## src/pkg/ufb_pkg.sv

```systemverilog
// Package for the serial frame and baud configuration block
package ufb_pkg;

  // ---------------------------------------------------------------
  // Register byte addresses (word aligned)
  // ---------------------------------------------------------------
  localparam logic [4:0] ADDR_SHARED = 5'h00; // frame control / baud high
  localparam logic [4:0] ADDR_BAUD_LOW = 5'h04;
  localparam logic [4:0] ADDR_CTRL_B = 5'h08; // size high, enables, 9th bits
  localparam logic [4:0] ADDR_STATUS = 5'h0c; // sticky events, read clears
  localparam logic [4:0] ADDR_MASK = 5'h10;

  // ---------------------------------------------------------------
  // Field positions
  // ---------------------------------------------------------------
  localparam int SEL_BIT = 7; // shared address select in byte lane 0
  localparam int SEL_BIT_HIGH = 15; // same select as bit 15 of the baud word
  localparam int MODE_BIT = 6;
  localparam int PAR_HI = 5;
  localparam int PAR_LO = 4;
  localparam int STOP_BIT = 3;
  localparam int SIZE_HI = 2;
  localparam int SIZE_LO = 1;
  localparam int POL_BIT = 0;
  localparam int CB_SIZE2 = 2;
  localparam int CB_DOUBLE = 3;
  localparam int CB_TXEN = 4;
  localparam int CB_RXEN = 5;
  localparam int CB_TX9 = 0;
  localparam int CB_RX9 = 1;
  localparam int ST_TXDONE = 0;
  localparam int ST_RXDONE = 1;
  localparam int ST_PERR = 2;
  localparam int ST_FERR = 3;

  // ---------------------------------------------------------------
  // Reset values
  // ---------------------------------------------------------------
  localparam logic [6:0] FRAME_RESET = 7'h06; // async, no parity, 1 stop, 8 bits
  localparam logic [11:0] BAUD_RESET = 12'h000;
  localparam int ASYNC_OVERSAMPLE = 16;
  localparam int DOUBLE_OVERSAMPLE = 8;

  // ---------------------------------------------------------------
  // Types
  // ---------------------------------------------------------------
  typedef enum logic [1:0] {PAR_OFF = 2'h0, PAR_RSVD = 2'h1, PAR_EVEN = 2'h2, PAR_ODD = 2'h3} ufb_par_e;

  typedef struct packed {
    logic mode_select;
    ufb_par_e parity_mode;
    logic stop_bit_select;
    logic [1:0] char_size_low;
    logic clock_polarity;
  } ufb_frame_s;

  typedef struct packed {
    logic char_size_high;
    logic double_speed;
    logic tx_enable;
    logic rx_enable;
    logic tx_bit8;
  } ufb_ctrl_s;

endpackage

```

## src/verilog/ufb_baud_gen.sv

```systemverilog
// Baud prescaler: divisor counter producing one-cycle bit and sample ticks
`timescale 1ns/1ps
module ufb_baud_gen #(
  parameter int DIV_W = 12
) (
  // Clock and reset
  input wire logic i_clock,
  input wire logic i_rstn,
  // Configuration
  input wire logic [DIV_W-1:0] i_divisor,
  input wire logic i_reload,
  input wire logic i_sync_mode,
  input wire logic i_double_speed,
  // Ticks
  output logic o_sample_tick,
  output logic o_bit_tick
);

  typedef struct packed {
    logic [DIV_W-1:0] pre;
    logic [3:0] over;
  } ufb_bg_s;

  ufb_bg_s st_ff;
  ufb_bg_s nxt_st;
  logic [3:0] over_last;
  logic pre_tick;

  // Oversample length: 16 async, 8 double speed, 2 for the sync clock halves
  always_comb begin
    if (i_sync_mode) begin
      over_last = 4'h1;
    end else if (i_double_speed) begin
      over_last = 4'(ufb_pkg::DOUBLE_OVERSAMPLE - 1);
    end else begin
      over_last = 4'(ufb_pkg::ASYNC_OVERSAMPLE - 1);
    end
  end

  // [RQ13] divisor zero ticks every clock
  assign pre_tick = (st_ff.pre == '0);

  // Prescaler counts divisor+1 clocks, reloaded on baud low writes
  always_comb begin
    nxt_st = st_ff;
    if (i_reload) begin
      nxt_st.pre = i_divisor;
      nxt_st.over = '0;
    end else if (pre_tick) begin
      nxt_st.pre = i_divisor;
      nxt_st.over = (st_ff.over >= over_last) ? 4'h0 : st_ff.over + 4'h1;
    end else begin
      nxt_st.pre = st_ff.pre - DIV_W'(1);
    end
  end

  always_ff @(posedge i_clock or negedge i_rstn) begin
    if (!i_rstn) begin
      st_ff <= '0;
    end else begin
      st_ff <= nxt_st;
    end
  end

  assign o_sample_tick = pre_tick & ~i_reload;
  assign o_bit_tick = pre_tick & ~i_reload & (st_ff.over >= over_last);

endmodule

```

## src/verilog/ufb_usart.sv

```systemverilog
// Serial transceiver frame engine with frame and baud configuration registers
// Operation
// [RQ1] Transmitter computes parity over data bits and sends it in the frame.
// [RQ2] Receiver checks parity against the selected type, flags mismatch.
// [RQ3] Parity mode 00 off, 01 reserved, 10 even, 11 odd.
// [RQ4] Transmitter sends one or two stop bits; receiver ignores the setting.
// [RQ5] Size code 000..011 gives 5..8 bits, 111 nine bits, rest reserved.
// [RQ6] Sync mode: polarity 0 changes data on rising, samples on falling.
// [RQ7] Software keeps clock polarity zero in asynchronous mode.
// [RQ8] Baud high reads select bit zero; written with select zero.
// [RQ9] Software writes zeros to reserved baud high bits 14:12.
// [RQ10] Baud divisor is 12 bits: four high, eight low.
// [RQ11] Writing baud low reloads the prescaler with the full divisor.
// [RQ12] Software avoids changing the divisor during a frame.
// [RQ13] Divisor zero gives the fastest rate with no error.
// [RQ14] Mode select 0 asynchronous, 1 clocked synchronous.
// [RQ15] Double speed changes the async ratio from 16 to 8.
// [RQ16] Frame control reads select bit one; written with select one.
// [RQ17] Async rate is clock over 16 or 8 times divisor plus one.
// [RQ18] Both baud divisor bytes reset to zero.
//
// The implementer's own choices: the placing of the registers and the Wishbone register port.
`timescale 1ns/1ps
module ufb_usart #(
  parameter int DIV_W = 12
) (
  // Clock and reset
  input wire logic i_clock,
  input wire logic i_rstn,
  // Wishbone slave
  input wire logic i_wb_cyc,
  input wire logic i_wb_stb,
  input wire logic i_wb_we,
  input wire logic [4:0] i_wb_adr,
  input wire logic [3:0] i_wb_sel,
  input wire logic [31:0] i_wb_dat,
  output logic [31:0] o_wb_dat,
  output logic o_wb_ack,
  // Transmit data stream
  input wire logic i_tx_valid,
  input wire logic [7:0] i_tx_data,
  output logic o_tx_ready,
  // Receive data stream
  output logic o_rx_valid,
  output logic [8:0] o_rx_data,
  // Serial pins
  output logic o_txd,
  input wire logic i_rxd,
  output logic o_sclk,
  // Interrupt
  output logic o_irq
);

  // ---------------------------------------------------------------
  // State
  // ---------------------------------------------------------------
  typedef enum logic [2:0] {S_IDLE, S_START, S_DATA, S_PAR, S_STOP} ufb_st_e;

  typedef struct packed {
    logic ack;
    logic [31:0] rdat;
    ufb_pkg::ufb_frame_s frame;
    ufb_pkg::ufb_ctrl_s ctrl;
    logic [DIV_W-1:0] baud;
    logic [3:0] status;
    logic [3:0] mask;
    ufb_st_e tx_st;
    logic [8:0] tx_sh;
    logic [3:0] tx_cnt;
    logic tx_par;
    logic tx_stop2;
    logic txd;
    ufb_st_e rx_st;
    logic [8:0] rx_sh;
    logic [3:0] rx_cnt;
    logic [3:0] rx_os;
    logic rx_par;
    logic rx_valid;
    logic [8:0] rx_data;
    logic rx_prev;
    logic sclk;
  } ufb_s;

  ufb_s st_ff;
  ufb_s nxt_st;
  logic sample_tick;
  logic bit_tick;
  logic reload;
  logic wb_req;
  logic [3:0] nbits;
  logic odd_sel;
  logic sync_m;
  logic tx_step;
  logic rx_step;
  logic rx_bit;
  logic [3:0] rx_mid;
  logic [DIV_W-1:0] baud_now;

  assign wb_req = i_wb_cyc & i_wb_stb & ~st_ff.ack;
  // [RQ14] mode select bit
  assign sync_m = st_ff.frame.mode_select;
  // [RQ11] low write reloads
  assign reload = wb_req & i_wb_we & i_wb_sel[0] & (i_wb_adr == ufb_pkg::ADDR_BAUD_LOW);
  // Reload takes the full divisor as it stands after the low byte write
  assign baud_now = reload ? {st_ff.baud[DIV_W-1:8], i_wb_dat[7:0]} : st_ff.baud;

  // ---------------------------------------------------------------
  // Baud prescaler
  // ---------------------------------------------------------------
  // [RQ17] divisor plus one
  ufb_baud_gen #(.DIV_W(DIV_W)) u_baud (
    .i_clock(i_clock),
    .i_rstn(i_rstn),
    .i_divisor(baud_now),
    .i_reload(reload),
    .i_sync_mode(sync_m),
    .i_double_speed(st_ff.ctrl.double_speed & ~sync_m),
    .o_sample_tick(sample_tick),
    .o_bit_tick(bit_tick)
  );

  // Character size decode, reserved codes fall back to eight bits
  // [RQ5] size decode
  always_comb begin
    case ({st_ff.ctrl.char_size_high, st_ff.frame.char_size_low})
      3'h0: nbits = 4'h5;
      3'h1: nbits = 4'h6;
      3'h2: nbits = 4'h7;
      3'h3: nbits = 4'h8;
      3'h7: nbits = 4'h9;
      default: nbits = 4'h8;
    endcase
  end

  // [RQ3] odd only for code 11
  assign odd_sel = st_ff.frame.parity_mode == ufb_pkg::PAR_ODD;
  // Sync: step on every other clock half, edge per polarity; async: on bit tick
  // [RQ6] edge choice
  assign tx_step = sync_m ? (sample_tick & (st_ff.sclk == st_ff.frame.clock_polarity)) : bit_tick;
  // [RQ15] double speed halves ratio
  assign rx_mid = st_ff.ctrl.double_speed ? 4'h3 : 4'h7;
  assign rx_bit = st_ff.rx_prev;

  // ---------------------------------------------------------------
  // Next state
  // ---------------------------------------------------------------
  always_comb begin
    nxt_st = st_ff;
    nxt_st.ack = 1'b0;
    nxt_st.rx_valid = 1'b0;
    nxt_st.rx_prev = i_rxd;
    rx_step = 1'b0;
    // Bus access, one cycle answer
    if (wb_req) begin
      nxt_st.ack = 1'b1;
      nxt_st.rdat = '0;
      if (i_wb_we) begin
        if (i_wb_adr == ufb_pkg::ADDR_SHARED) begin
          // [RQ16] select one targets frame
          if (i_wb_sel[0] && i_wb_dat[ufb_pkg::SEL_BIT]) begin
            nxt_st.frame = ufb_pkg::ufb_frame_s'(i_wb_dat[6:0]);
          end
          // [RQ8] select zero targets baud high
          if (i_wb_sel[1] && !i_wb_dat[ufb_pkg::SEL_BIT_HIGH]) begin
            nxt_st.baud[DIV_W-1:8] = i_wb_dat[DIV_W-1:8];
          end
        end else if (i_wb_adr == ufb_pkg::ADDR_BAUD_LOW) begin
          // [RQ10] low eight bits
          if (i_wb_sel[0]) begin
            nxt_st.baud[7:0] = i_wb_dat[7:0];
          end
        end else if (i_wb_adr == ufb_pkg::ADDR_CTRL_B) begin
          if (i_wb_sel[0]) begin
            nxt_st.ctrl.char_size_high = i_wb_dat[ufb_pkg::CB_SIZE2];
            nxt_st.ctrl.double_speed = i_wb_dat[ufb_pkg::CB_DOUBLE];
            nxt_st.ctrl.tx_enable = i_wb_dat[ufb_pkg::CB_TXEN];
            nxt_st.ctrl.rx_enable = i_wb_dat[ufb_pkg::CB_RXEN];
            nxt_st.ctrl.tx_bit8 = i_wb_dat[ufb_pkg::CB_TX9];
          end
        end else if (i_wb_adr == ufb_pkg::ADDR_MASK) begin
          if (i_wb_sel[0]) begin
            nxt_st.mask = i_wb_dat[3:0];
          end
        end
      end else begin
        case (i_wb_adr)
          // Frame control in low byte with select one, baud high above with select zero
          ufb_pkg::ADDR_SHARED: nxt_st.rdat = {16'h0000, 4'h0, st_ff.baud[DIV_W-1:8], 1'b1, 7'(st_ff.frame)};
          ufb_pkg::ADDR_BAUD_LOW: nxt_st.rdat = {24'h000000, st_ff.baud[7:0]};
          ufb_pkg::ADDR_CTRL_B: nxt_st.rdat = {26'h0, st_ff.ctrl.rx_enable, st_ff.ctrl.tx_enable,
            st_ff.ctrl.double_speed, st_ff.ctrl.char_size_high, st_ff.rx_data[8], st_ff.ctrl.tx_bit8};
          ufb_pkg::ADDR_STATUS: nxt_st.rdat = {28'h0000000, st_ff.status};
          ufb_pkg::ADDR_MASK: nxt_st.rdat = {28'h0000000, st_ff.mask};
          default: nxt_st.rdat = '0;
        endcase
        if (i_wb_adr == ufb_pkg::ADDR_STATUS) begin
          nxt_st.status = '0;
        end
      end
    end

    // Sync serial clock toggles on each sample tick
    if (sync_m && sample_tick) begin
      nxt_st.sclk = ~st_ff.sclk;
    end else if (!sync_m) begin
      nxt_st.sclk = st_ff.frame.clock_polarity;
    end

    // Transmitter
    case (st_ff.tx_st)
      S_IDLE: begin
        nxt_st.txd = 1'b1;
        if (i_tx_valid && st_ff.ctrl.tx_enable) begin
          nxt_st.tx_sh = {st_ff.ctrl.tx_bit8, i_tx_data};
          nxt_st.tx_par = odd_sel;
          nxt_st.tx_st = S_START;
          nxt_st.tx_stop2 = st_ff.frame.stop_bit_select;
        end
      end
      S_START: begin
        if (tx_step) begin
          nxt_st.txd = 1'b0;
          nxt_st.tx_cnt = '0;
          nxt_st.tx_st = S_DATA;
        end
      end
      S_DATA: begin
        if (tx_step) begin
          nxt_st.txd = st_ff.tx_sh[0];
          // [RQ1] running parity
          nxt_st.tx_par = st_ff.tx_par ^ st_ff.tx_sh[0];
          nxt_st.tx_sh = {1'b0, st_ff.tx_sh[8:1]};
          nxt_st.tx_cnt = st_ff.tx_cnt + 4'h1;
          if (st_ff.tx_cnt == nbits - 4'h1) begin
            nxt_st.tx_st = st_ff.frame.parity_mode[1] ? S_PAR : S_STOP;
          end
        end
      end
      S_PAR: begin
        if (tx_step) begin
          // [RQ1] parity bit sent
          nxt_st.txd = st_ff.tx_par;
          nxt_st.tx_st = S_STOP;
        end
      end
      S_STOP: begin
        if (tx_step) begin
          nxt_st.txd = 1'b1;
          // [RQ4] second stop bit
          if (st_ff.tx_stop2) begin
            nxt_st.tx_stop2 = 1'b0;
          end else begin
            nxt_st.tx_st = S_IDLE;
            nxt_st.status[ufb_pkg::ST_TXDONE] = 1'b1;
          end
        end
      end
      default: nxt_st.tx_st = S_IDLE;
    endcase

    // Receiver sample point: mid bit async, polarity edge in sync
    if (sync_m) begin
      // [RQ6] sample on opposite edge
      rx_step = sample_tick & (st_ff.sclk != st_ff.frame.clock_polarity);
    end else begin
      rx_step = sample_tick & (st_ff.rx_os == rx_mid);
    end
    if (sample_tick && !sync_m) begin
      nxt_st.rx_os = (st_ff.rx_st == S_IDLE) ? 4'h0 :
        ((st_ff.rx_os == (st_ff.ctrl.double_speed ? 4'h7 : 4'hf)) ? 4'h0 : st_ff.rx_os + 4'h1);
    end
    case (st_ff.rx_st)
      S_IDLE: begin
        if (st_ff.ctrl.rx_enable && !rx_bit && (sync_m || sample_tick)) begin
          nxt_st.rx_st = S_START;
          nxt_st.rx_os = 4'h1;
        end
      end
      S_START: begin
        if (rx_step) begin
          nxt_st.rx_st = rx_bit ? S_IDLE : S_DATA;
          nxt_st.rx_cnt = '0;
          nxt_st.rx_sh = '0;
          nxt_st.rx_par = odd_sel;
        end
      end
      S_DATA: begin
        if (rx_step) begin
          nxt_st.rx_sh[st_ff.rx_cnt] = rx_bit;
          // [RQ2] running check
          nxt_st.rx_par = st_ff.rx_par ^ rx_bit;
          nxt_st.rx_cnt = st_ff.rx_cnt + 4'h1;
          if (st_ff.rx_cnt == nbits - 4'h1) begin
            nxt_st.rx_st = st_ff.frame.parity_mode[1] ? S_PAR : S_STOP;
          end
        end
      end
      S_PAR: begin
        if (rx_step) begin
          nxt_st.rx_par = st_ff.rx_par ^ rx_bit;
          nxt_st.rx_st = S_STOP;
        end
      end
      S_STOP: begin
        // [RQ4] only first stop checked
        if (rx_step) begin
          nxt_st.rx_st = S_IDLE;
          nxt_st.rx_valid = 1'b1;
          nxt_st.rx_data = st_ff.rx_sh;
          nxt_st.status[ufb_pkg::ST_RXDONE] = 1'b1;
          // [RQ2] mismatch flag
          if (st_ff.frame.parity_mode[1] && st_ff.rx_par) begin
            nxt_st.status[ufb_pkg::ST_PERR] = 1'b1;
          end
          if (!rx_bit) begin
            nxt_st.status[ufb_pkg::ST_FERR] = 1'b1;
          end
        end
      end
      default: nxt_st.rx_st = S_IDLE;
    endcase
  end

  // ---------------------------------------------------------------
  // Registers
  // ---------------------------------------------------------------
  always_ff @(posedge i_clock or negedge i_rstn) begin
    if (!i_rstn) begin
      st_ff <= '0;
      st_ff.frame <= ufb_pkg::ufb_frame_s'(ufb_pkg::FRAME_RESET);
      // [RQ18] divisor zero
      st_ff.baud <= ufb_pkg::BAUD_RESET;
      st_ff.tx_st <= S_IDLE;
      st_ff.rx_st <= S_IDLE;
      st_ff.txd <= 1'b1;
      st_ff.rx_prev <= 1'b1;
    end else begin
      st_ff <= nxt_st;
    end
  end

  // Outputs
  assign o_wb_ack = st_ff.ack;
  assign o_wb_dat = st_ff.rdat;
  assign o_tx_ready = (st_ff.tx_st == S_IDLE) & st_ff.ctrl.tx_enable;
  assign o_rx_valid = st_ff.rx_valid;
  assign o_rx_data = st_ff.rx_data;
  assign o_txd = st_ff.txd;
  assign o_sclk = st_ff.sclk;
  assign o_irq = |(st_ff.status & st_ff.mask);

endmodule

```

## config.mk

```make
export PLATFORM = sky130hd
export DESIGN_NAME = ufb_usart
export DESIGN_NICKNAME = d
export VERILOG_FILES = /design/src/pkg/ufb_pkg.sv /design/src/verilog/ufb_baud_gen.sv /design/src/verilog/ufb_usart.sv
export SDC_FILE = /design/constraint.sdc
export NUM_CORES = 1
export LEC_CHECK = 0
export ABC_AREA = 1
export BUFFER_PORTS_ARGS = -buffer_cell sky130_fd_sc_hd__buf_2
export CORE_MARGIN = 5
export CORE_UTILIZATION = 50
export DETAILED_ROUTE_END_ITERATION = 7
export PLACE_DENSITY = 0.75
export SLEW_MARGIN = 20
export SYNTH_ARGS = -nofsm -noshare
export SYNTH_HDL_FRONTEND = slang
export SYNTH_SLANG_ARGS = --single-unit
```

## constraint.sdc

```tcl
create_clock -name i_clock -period 1.8 [get_ports i_clock]
set_input_delay 0.18 -clock i_clock [delete_from_list [all_inputs] [get_ports i_clock]]
set_output_delay 0.18 -clock i_clock [all_outputs]
set_load 0.02 [all_outputs]
```

==> results of run 1 <==
[logic make-up (layout without fill, tap and decap cells)]
family | count (synthesis) | in the layout | share of synthesized area, %
other | 1 | 20 | 0.05799
muxes | 9 | 9 | 1.413
buffers and inverters | 155 | 242 | 11.82
xor gates and xnor gates | 17 | 17 | 2.303
adders and majority gates | 12 | 12 | 2.322
AOI/OAI and AO/OA | 141 | 141 | 13.06
and+or+nand+nor | 367 | 367 | 25.21
DFF | 113 | 113 | 43.81
[critical path, delay by kind of cell (launching register included)]
| kind | cells | cell delay [ns] |
|---|---|---|
| fa+ha+maj | 1 | 0.25 |
| compound gates | 3 | 0.46 |
| simple gates | 5 | 0.35 |
| flops | 1 | 0.45 |
| buf+inv | 2 | 0.28 |
[routing by layer]
metal,track usage (%),vias to the layer above,wire length [µm],part of all wire [%]
met3,4.905,23,960,6.2
met4,6.713,0,235,1.5
li1,-,2801,-,-
met2,30.89,164,7003,46
met1,29.08,2625,7177,47
met5,0,-,0,0
[worst paths after layout]
check	start	endpoint	slack, ns	cells past startpoint
max in group asynchronous	i_rstn	st_ff[79]$_DFFE_PN1P_	0.90	3
hold / removal	i_wb_stb	o_wb_ack$_DFF_PN0_	0.01	3
setup / recovery	sync_m$_DFFE_PN0P_	st_ff[41]$_DFFE_PN0P_	-0.06	11
setup reg to reg	sync_m$_DFFE_PN0P_	st_ff[41]$_DFFE_PN0P_	-0.06	11
hold reg to reg	o_rx_data[4]$_DFFE_PN0P_	o_rx_data[4]$_DFFE_PN0P_	0.47	2
min in group asynchronous	i_rstn	st_ff[49]$_DFFE_PN0P_	0.28	2
[through the flow]
step                      util [%]  TNS [ns]
after floorplan                  -         0
after global placement       55.69   -0.4680
after detailed placement     55.69   -0.8636
after CTS                    60.36  -0.02493
after global routing         62.02    -2.006
final                        62.02   -0.5652
[state kept, by name (all words and copies together), names as in the netlist]
signal	count
o_wb_ack	1
o_rx_valid	1
o_sclk	1
o_txd	1
o_rx_data	9
o_wb_dat	12
u_baud.st_ff	16
sync_m	1
rx_bit	1
st_ff	70
[power by group through the flow]
stage | combinational (mW) | sequential, mW | clock (mW)
floorplan | 1.57 | 3.11 | 0
global placement | 2.12 | 3.12 | 0
detailed placement | 2.18 | 3.13 | 0
CTS | 2.20 | 3.10 | 3.12
global route | 2.79 | 3.14 | 3.22
finish | 2.51 | 3.11 | 3.08
[repair_timing]
action                                  4_1_cts  5_1_grt
resized for setup                             4       36
pin swaps                                     1       11
endpoints found under the hold margin        33        0
setup buffers                                 0        2
endpoints found under the setup margin       14       46
gates cloned                                  0        3
hold buffers                                  4        0
[final cells by class]
type	count	share of cell area, %
flip-flops and latches	113	36.06
well taps	172	2.738
multi-input cells	566	39.34
repair buffers	111	10.21
clock buffers	20	5.684
inverters	99	4.792
clock inverters	12	1.178
[Yosys cell counts, drive strengths merged, types with 2 or more instances]
cell     count
o221ai       4
a21oi       22
xor2        12
nor3         9
o211ai       7
mux2i        8
clkbuf       5
dfstp        4
nand3       55
inv         97
clkinv       2
o21ai       90
dfrtp      109
nor4         8
nand3b       2
nand4        2
a22o         2
ha          12
o22ai        4
or2          2
nor2        53
o2111ai      8
buf         51
nand2      235
xnor2        5
==> impl_metrics.csv, run 1 <==
group,metric,value,unit
status,outcome,"finished, violations left",
status,failed_checks,"setup timing",
route,drc_errors,0,
yosys,synth_seq_cells,113,
grt,grt_max_degree,46,
final_layout,drive_gt1_share,23.45,%
final_layout,seq_area,2834,µm²
yosys,yosysTopAreaCell,"dfrtp_1",
route,drt_wl_total,15.38,mm
power,internal-power,5.764,mW
critical_path,crit_path_top_delay_cell,"dfrtp_2",
power,power,8.690,mW
die,top_level_ports,103,
die,die_h,123.7,µm
power,p_clk_share,35.4,%
clock_tree,cts_sinks,113,
timing,fin_skew,0.008035,ns
route,drtAntennaViolNets,0,
route,first_iter_violations,416,
placed_design,placed_area,7057,µm²
clock_tree,clkLatencyLatePin,0.42,ns
timing,timing.fmax,536.6,MHz
final_layout,antenna_cells,0,
grt,antenna_found_initial,0,
critical_path,start_kind,"register",
yosys,syn_inst,815,
placed_design,io_buffers,61,
route,wire_per_inst,14.07,µm
critical_path,cp_cell_sequence,"inv_4 > nand2_2 > ha_4 > a21oi_4 > nand3_2 > nand2_4 > nor2_4 > o21ai_4 > clkbuf_16 > nand2_1 > o21ai_2",
final_layout,fin_cells,1093,
final_layout,mostFrequentLayoutCells,"nand2_1 (220), dfrtp_1 (108), inv_1 (82)",
hold_path,hold_class,"input pin to register",
die,dieArea,15310,µm²
final_layout,final_area,7859,µm²
timing,slew_viol_final,0,
route,vias,5613,
final_layout,area_growth,21.54,%
route,vias_per_cell,5.135,
timing,post-route-min-period,1.864,ns
timing,setup_ws,-0.06367,ns
power,leakagePower,4.090,nW
timing,grt_setup_unrepaired,"true",
grt,grt_usage,20.47,%
yosys,ys_types,51,
grt,grt_pass1_wl,24.52,mm
clock_tree,path_clk_slew,0.05,ns
power,switching_power,2.926,mW
placed_design,pre_cts_ws,-0.09829,ns
critical_path,crit_fanout,6,
final_layout,multi_input_area,3092,µm²
clock_tree,htree_levels,4,
power,ir_drop,0.7965,mV
yosys,ys_seq_area_share,43.81,%
clock_tree,cts_buffer_depth,2,
critical_path,critPathArrivalTime,2.21,ns
critical_path,worstSetupEndpointType,"register",
yosys,synthArstFlopShare,100.0,%
die,floorplan.initialDensity,51.03,%
final_layout,layout_commonest_cell,"nand2_1",
clock_tree,cts_tree,"built",
grt,grt_pass1_vias,5100,
yosys,synth-main-ff-cell,"dfrtp_1",
power,swShare,33.67,%
placed_design,hpwl,11.02,mm
power,powerDensity,1106,nW/µm²
clock_tree,cts_buffers,17,
timing,hold_ws,0.01386,ns
timing,period_share,103.5,%
yosys,netlist_area,6466,µm²
die,fp.dieW,123.7,µm
timing,finalHoldViolCount,0,
placed_design,dp.cells,1052,
clock_tree,cts_root_buffer,"clkbuf_16",
yosys,synth-edff-count,0,
power,combPwrFrac,28.8,%
final_layout,fillers,1118,
yosys,synthTopCellsByArea,"dfrtp_1 (42%), nand2_1 (13%), buf_4 (5.2%), o21ai_0 (5.2%), inv_1 (4.8%)",
run,max-cap-violations,0,
grt,overflow,0,
power,power_frac_seq,35.8,%
yosys,synth_top_area_share,42.18,%
critical_path,path_class,"register to register",
route,drt_pass1_iterations,5,
final_layout,nNetsFinal,976,
yosys,yosysWarnings,0,
critical_path,crit_required,2.15,ns
timing,final-setup-viol-count,10,
die,core-area,12670,µm²
die,rows,41,
critical_path,critPathMaxStageDelay,0.45,ns
placed_design,gp_congestion,0.8575,
yosys,avgSynthCellArea,7.934,µm²
Power figures use the tool's default switching activity.
==> run 2: changes to the inputs <==
--- a/config.mk
+++ b/config.mk
@@ -7,10 +7,10 @@
 export LEC_CHECK = 0
 export ABC_AREA = 1
 export BUFFER_PORTS_ARGS = -buffer_cell sky130_fd_sc_hd__buf_2
-export CORE_MARGIN = 5
+export CORE_MARGIN = 3
 export CORE_UTILIZATION = 50
 export DETAILED_ROUTE_END_ITERATION = 7
-export PLACE_DENSITY = 0.75
+export PLACE_DENSITY = 0.74
 export SLEW_MARGIN = 20
 export SYNTH_ARGS = -nofsm -noshare
 export SYNTH_HDL_FRONTEND = slang
==> run 2 against run 1 <==
Critical path depth unchanged. Routed wire length shrank 0.68%. Power is 0.51% higher. Sequential cell count unchanged. Clock skew hardly changed. Critical endpoint unchanged. The run still ends with setup timing left.
==> impl_metrics.csv, run 2 (same netlist as run 1, synthesis figures left out) <==
group,metric,value,unit
final_layout,mostFrequentLayoutCells,"nand2_1 (218), dfrtp_1 (108), inv_1 (79)",
final_layout,nNetsFinal,978,
grt,grt_pass1_wl,24.83,mm
final_layout,area_growth,22.25,%
grt,overflow,0,
clock_tree,clkLatencyLatePin,0.42,ns
critical_path,crit_path_top_delay_cell,"dfrtp_2",
die,dieArea,14330,µm²
run,max-cap-violations,0,
clock_tree,cts_buffer_depth,2,
critical_path,cp_cell_sequence,"inv_4 > nand2_4 > ha_4 > a21oi_2 > nand3_1 > nand2_2 > nor2_4 > o21ai_2 > buf_12 > nand2_1 > o21ai_2",
final_layout,seq_area,2834,µm²
route,drc_errors,0,
clock_tree,cts_root_buffer,"clkbuf_16",
critical_path,worstSetupEndpointType,"register",
timing,period_share,100.8,%
status,failed_checks,"setup timing",
route,vias_per_cell,5.130,
power,ir_drop,0.9760,mV
final_layout,layout_commonest_cell,"nand2_1",
placed_design,io_buffers,61,
clock_tree,cts_buffers,17,
final_layout,largest_register_ffs,70,
clock_tree,path_clk_slew,0.05,ns
final_layout,utilization,64.21,%
placed_design,placed_area,7071,µm²
timing,grt_setup_unrepaired,"true",
clock_tree,cts_tree,"built",
die,rows,40,
timing,finalHoldViolCount,0,
die,die_h,119.7,µm
final_layout,fillers,1056,
final_layout,antenna_cells,0,
timing,post-route-min-period,1.814,ns
critical_path,critPathArrivalTime,2.16,ns
status,outcome,"finished, violations left",
route,drt_pass1_iterations,5,
die,floorplan.initialDensity,52.52,%
die,fp.dieW,119.7,µm
critical_path,crit_top_cell,"o21ai_2",
die,core-area,12310,µm²
critical_path,path_class,"register to register",
critical_path,start_kind,"register",
grt,grt_max_degree,47,
grt,grt_usage,21.89,%
route,first_iter_violations,354,
critical_path,crit_fanout,20,
placed_design,gp_congestion,0.8640,
clock_tree,cts_sinks,113,
route,wire_per_inst,14.01,µm
hold_path,hold_class,"input pin to register",
timing,final-setup-viol-count,10,
timing,fin_skew,0.008122,ns
power,powerDensity,1105,nW/µm²
timing,slew_viol_final,0,
final_layout,final_area,7905,µm²
critical_path,crit_required,2.15,ns
final_layout,multi_input_area,3128,µm²
final_layout,drive_gt1_share,24.40,%
placed_design,hpwl,10.84,mm
grt,antenna_found_initial,0,
timing,setup_ws,-0.01410,ns
route,drt_wl_total,15.27,mm
route,vias,5592,
power,leakagePower,4.097,nW
critical_path,critPathMaxStageDelay,0.46,ns
route,drtAntennaViolNets,0,
timing,timing.fmax,551.2,MHz
clock_tree,htree_levels,4,
grt,grt_pass1_vias,5134,
die,top_level_ports,103,
final_layout,largest_register,"st_ff",
[run 2: final timing paths]
path                                                from  slack, ns                        to  cells after the start
worst min-delay path                        i_wb_dat[10]      0.008     st_ff[70]$_DFFE_PN0P_                      3
worst min register to register  o_rx_data[3]$_DFFE_PN0P_       0.47  o_rx_data[3]$_DFFE_PN0P_                      2
min in group asynchronous                         i_rstn       0.29     st_ff[39]$_DFFE_PN0P_                      2
worst max register to register        sync_m$_DFFE_PN0P_      -0.01     st_ff[41]$_DFFE_PN0P_                     11
max in group asynchronous                         i_rstn       0.91        sync_m$_DFFE_PN0P_                      3
worst max-delay path                  sync_m$_DFFE_PN0P_      -0.01     st_ff[41]$_DFFE_PN0P_                     11
[run 2: area by class of cell]
cell class              instances  share of cell area (%)
clock buffers                  20                   5.904
clock inverters                11                   1.425
inverters                      99                   4.796
multi-input cells             566                   39.57
flip-flops and latches        113                   35.85
well taps                     168                   2.659
repair buffers                113                   9.797
[run 2: report_power, final]
group	switching [mW]	total (mW)	internal, mW
clock network	1.16	3.28	2.12
registers	0.253	3.10	2.85
logic	1.45	2.35	0.902
total	2.87	8.73	5.87
[run 2: critical path, delay by kind of cell (launching register included)]
kind	cells	cell delay, ns
buf+inv	2	0.26
compound gates	3	0.39
fa+ha+maj	1	0.22
flops	1	0.46
simple gates	5	0.40
[run 2: repair_timing]
item                                    in CTS  in global routing
resized for setup                            8                 40
endpoints found under the hold margin       32                  0
pin swaps                                    1                 12
buffers inserted                             1                  4
hold buffers                                 4                  0
endpoints found under the setup margin      28                 58
[run 2: metal layers]
layer	up-vias	routed length (µm)	track usage, %
met3	17	1095	6.409
met1	2603	6914	29.73
met2	182	7061	34.07
li1	2790	-	-
met4	0	201	6.586
met5	-	0	0
[run 2: stage by stage]
step	hold WS, ns	power (mW)	instances	TNS (ns)	setup slack [ns]
6_report	0.008012	8.734	1090	-0.07942	-0.01410
5_1_grt	0.01942	9.232	1090	-1.738	-0.1176
4_1_cts	0.002405	8.622	1086	0	0.007502
3_5_place_dp	0.1678	5.318	1050	-0.5604	-0.05135
3_3_place_gp	0.1608	5.268	1050	-0.1366	-0.01607
2_1_floorplan	-0.1156	4.677	834	0	0.03139
==> run 3: changes to the inputs <==
--- a/config.mk
+++ b/config.mk
@@ -9,6 +9,7 @@
 export BUFFER_PORTS_ARGS = -buffer_cell sky130_fd_sc_hd__buf_2
 export CORE_MARGIN = 3
 export CORE_UTILIZATION = 50
+export CTS_BUF_LIST = sky130_fd_sc_hd__clkbuf_8
 export DETAILED_ROUTE_END_ITERATION = 7
 export PLACE_DENSITY = 0.74
 export SLEW_MARGIN = 20
==> run 3 against run 2 <==
Global-route usage fell by 0.47 points. Register-to-register slack about the same. Clock skew barely moved. Via count about the same. Final area decreased by 1.7%. Hold slack gained 0.015 ns. The flow still finishes with violations (setup timing). Clock power fell by 29%. Setup slack better by 0.013 ns. Non-clock buffer count up 6. Routed wire length down 2.1%.
==> impl_metrics.csv, run 3 (same netlist as run 1, synthesis figures left out) <==
group,metric,value,unit
status,outcome,"finished, violations left",
status,failed_checks,"setup timing",
clock_tree,cts_root_buffer,"clkbuf_8",
run,max-cap-violations,0,
final_layout,drive_gt1_share,24.14,%
grt,grt_usage,21.41,%
timing,period_share,100.0,%
die,dieArea,14330,µm²
power,leakagePower,4.029,nW
clock_tree,cts_tree,"built",
critical_path,rrSetupSlack,-0.0007,ns
clock_tree,clkLatencyLatePin,0.44,ns
placed_design,pre_cts_ws,-0.05135,ns
route,drc_errors,0,
grt,grt_max_degree,47,
final_layout,largest_register_ffs,70,
timing,grt_setup_unrepaired,"true",
hold_path,hold_class,"input pin to register",
die,fp.dieW,119.7,µm
timing,finalHoldViolCount,0,
die,rows,40,
final_layout,seq_area,2834,µm²
final_layout,layout_commonest_cell,"nand2_1",
clock_tree,cts_buffers,17,
placed_design,dp.cells,1050,
grt,grt_pass1_vias,5122,
route,drt_pass1_iterations,5,
power,ir_drop,0.7928,mV
timing,slew_viol_final,0,
timing,final-setup-viol-count,1,
die,die_h,119.7,µm
route,vias_per_cell,5.099,
final_layout,largest_register,"st_ff",
placed_design,io_buffers,61,
final_layout,mostFrequentLayoutCells,"nand2_1 (219), dfrtp_1 (108), inv_1 (79)",
timing,post-route-min-period,1.801,ns
route,vias,5588,
placed_design,hpwl,10.84,mm
timing,timing.fmax,555.4,MHz
final_layout,utilization,63.12,%
die,top_level_ports,103,
final_layout,nNetsFinal,984,
power,powerDensity,998.5,nW/µm²
grt,antenna_found_initial,0,
critical_path,crit_required,2.17,ns
final_layout,multi_input_area,3126,µm²
critical_path,cp-startpoint,"sync_m$_DFFE_PN0P_",
grt,grt_pass1_wl,24.38,mm
critical_path,r2r-start,"sync_m$_DFFE_PN0P_",
final_layout,fillers,1095,
critical_path,crit_fanout,20,
hold_path,hold_start,"i_wb_dat[1]",
critical_path,path_class,"register to register",
route,wire_per_inst,13.64,µm
die,floorplan.initialDensity,52.52,%
grt,overflow,0,
route,drtAntennaViolNets,0,
critical_path,critPathArrivalTime,2.17,ns
timing,setup_ws,-0.0006513,ns
final_layout,fin_cells,1096,
critical_path,start_kind,"register",
route,first_iter_violations,412,
final_layout,antenna_cells,0,
timing,hold_ws,0.02311,ns
critical_path,worstSetupEndpointType,"register",
clock_tree,cts_buffer_depth,2,
clock_tree,cts_sinks,113,
clock_tree,htree_levels,4,
clock_tree,path_clk_slew,0.07,ns
timing,fin_skew,0.008374,ns
die,core-area,12310,µm²
placed_design,gp_congestion,0.8640,
route,drt_wl_total,14.95,mm
final_layout,area_growth,20.18,%
## run 3: power breakdown
part | internal [mW] | switching [mW] | total (mW)
Sequential | 2.84 | 0.250 | 3.09
Combinational | 0.901 | 1.44 | 2.34
Clock | 1.31 | 1.01 | 2.33
## run 3: worst max-delay path, stage by stage (launching register included)
cell     delay (ns)
dfrtp_2        0.46
inv_4          0.08
nand2_4        0.05
ha_4           0.22
a21oi_2        0.16
nand3_1        0.10
nand2_2        0.12
nor2_4         0.05
o21ai_2        0.17
buf_12         0.18
nand2_1        0.07
o21ai_2        0.05
## run 3: repair_timing
item / 4_1_cts / 5_1_grt
endpoints found under the hold margin: 38 / 0
pin swaps: 3 / 10
endpoints found under the setup margin: 23 / 56
gates resized for setup: 8 / 36
setup buffers: 0 / 5
hold buffers: 10 / 0
## run 3: routing by layer
layer / wire length (µm) / up-vias / track usage, % / part of all wire (%)
met3: 1082 / 16 / 5.891 / 7.2
li1: - / 2810 / - / -
met1: 6750 / 2587 / 29.10 / 45
met2: 6935 / 175 / 33.44 / 46
met5: 0 / - / 0 / 0
met4: 182 / 0 / 6.800 / 1.2
## run 3: path summary, 6_finish.rpt
path / endpoint / cells past startpoint
worst max-delay path: st_ff[45]$_DFFE_PN0P_ / 11
worst min-delay path: u_baud.st_ff[5]$_DFF_PN0_ / 3
worst max register to register: st_ff[45]$_DFFE_PN0P_ / 11
worst min register to register: o_rx_data[3]$_DFFE_PN0P_ / 2
max in group asynchronous: st_ff[78]$_DFFE_PN1P_ / 3
min in group asynchronous: st_ff[49]$_DFFE_PN0P_ / 2
## run 3: final cells by class
cell class	count	area share, %
multi-input combinational	566	40.22
sequential	113	36.47
timing repair buffer	119	10.74
inverter	99	4.878
clock buffer	20	3.542
tap	168	2.705
clock inverter	11	1.449
## run 3: metrics by stage
stage	TNS, ns	cell area [µm²]	power [mW]
floorplan	0	6560	4.677
global placement	-0.1366	7071	5.268
detailed placement	-0.5604	7071	5.318
CTS	0	7587	7.695
global route	-1.146	7771	8.281
finish	-0.0006513	7771	7.760
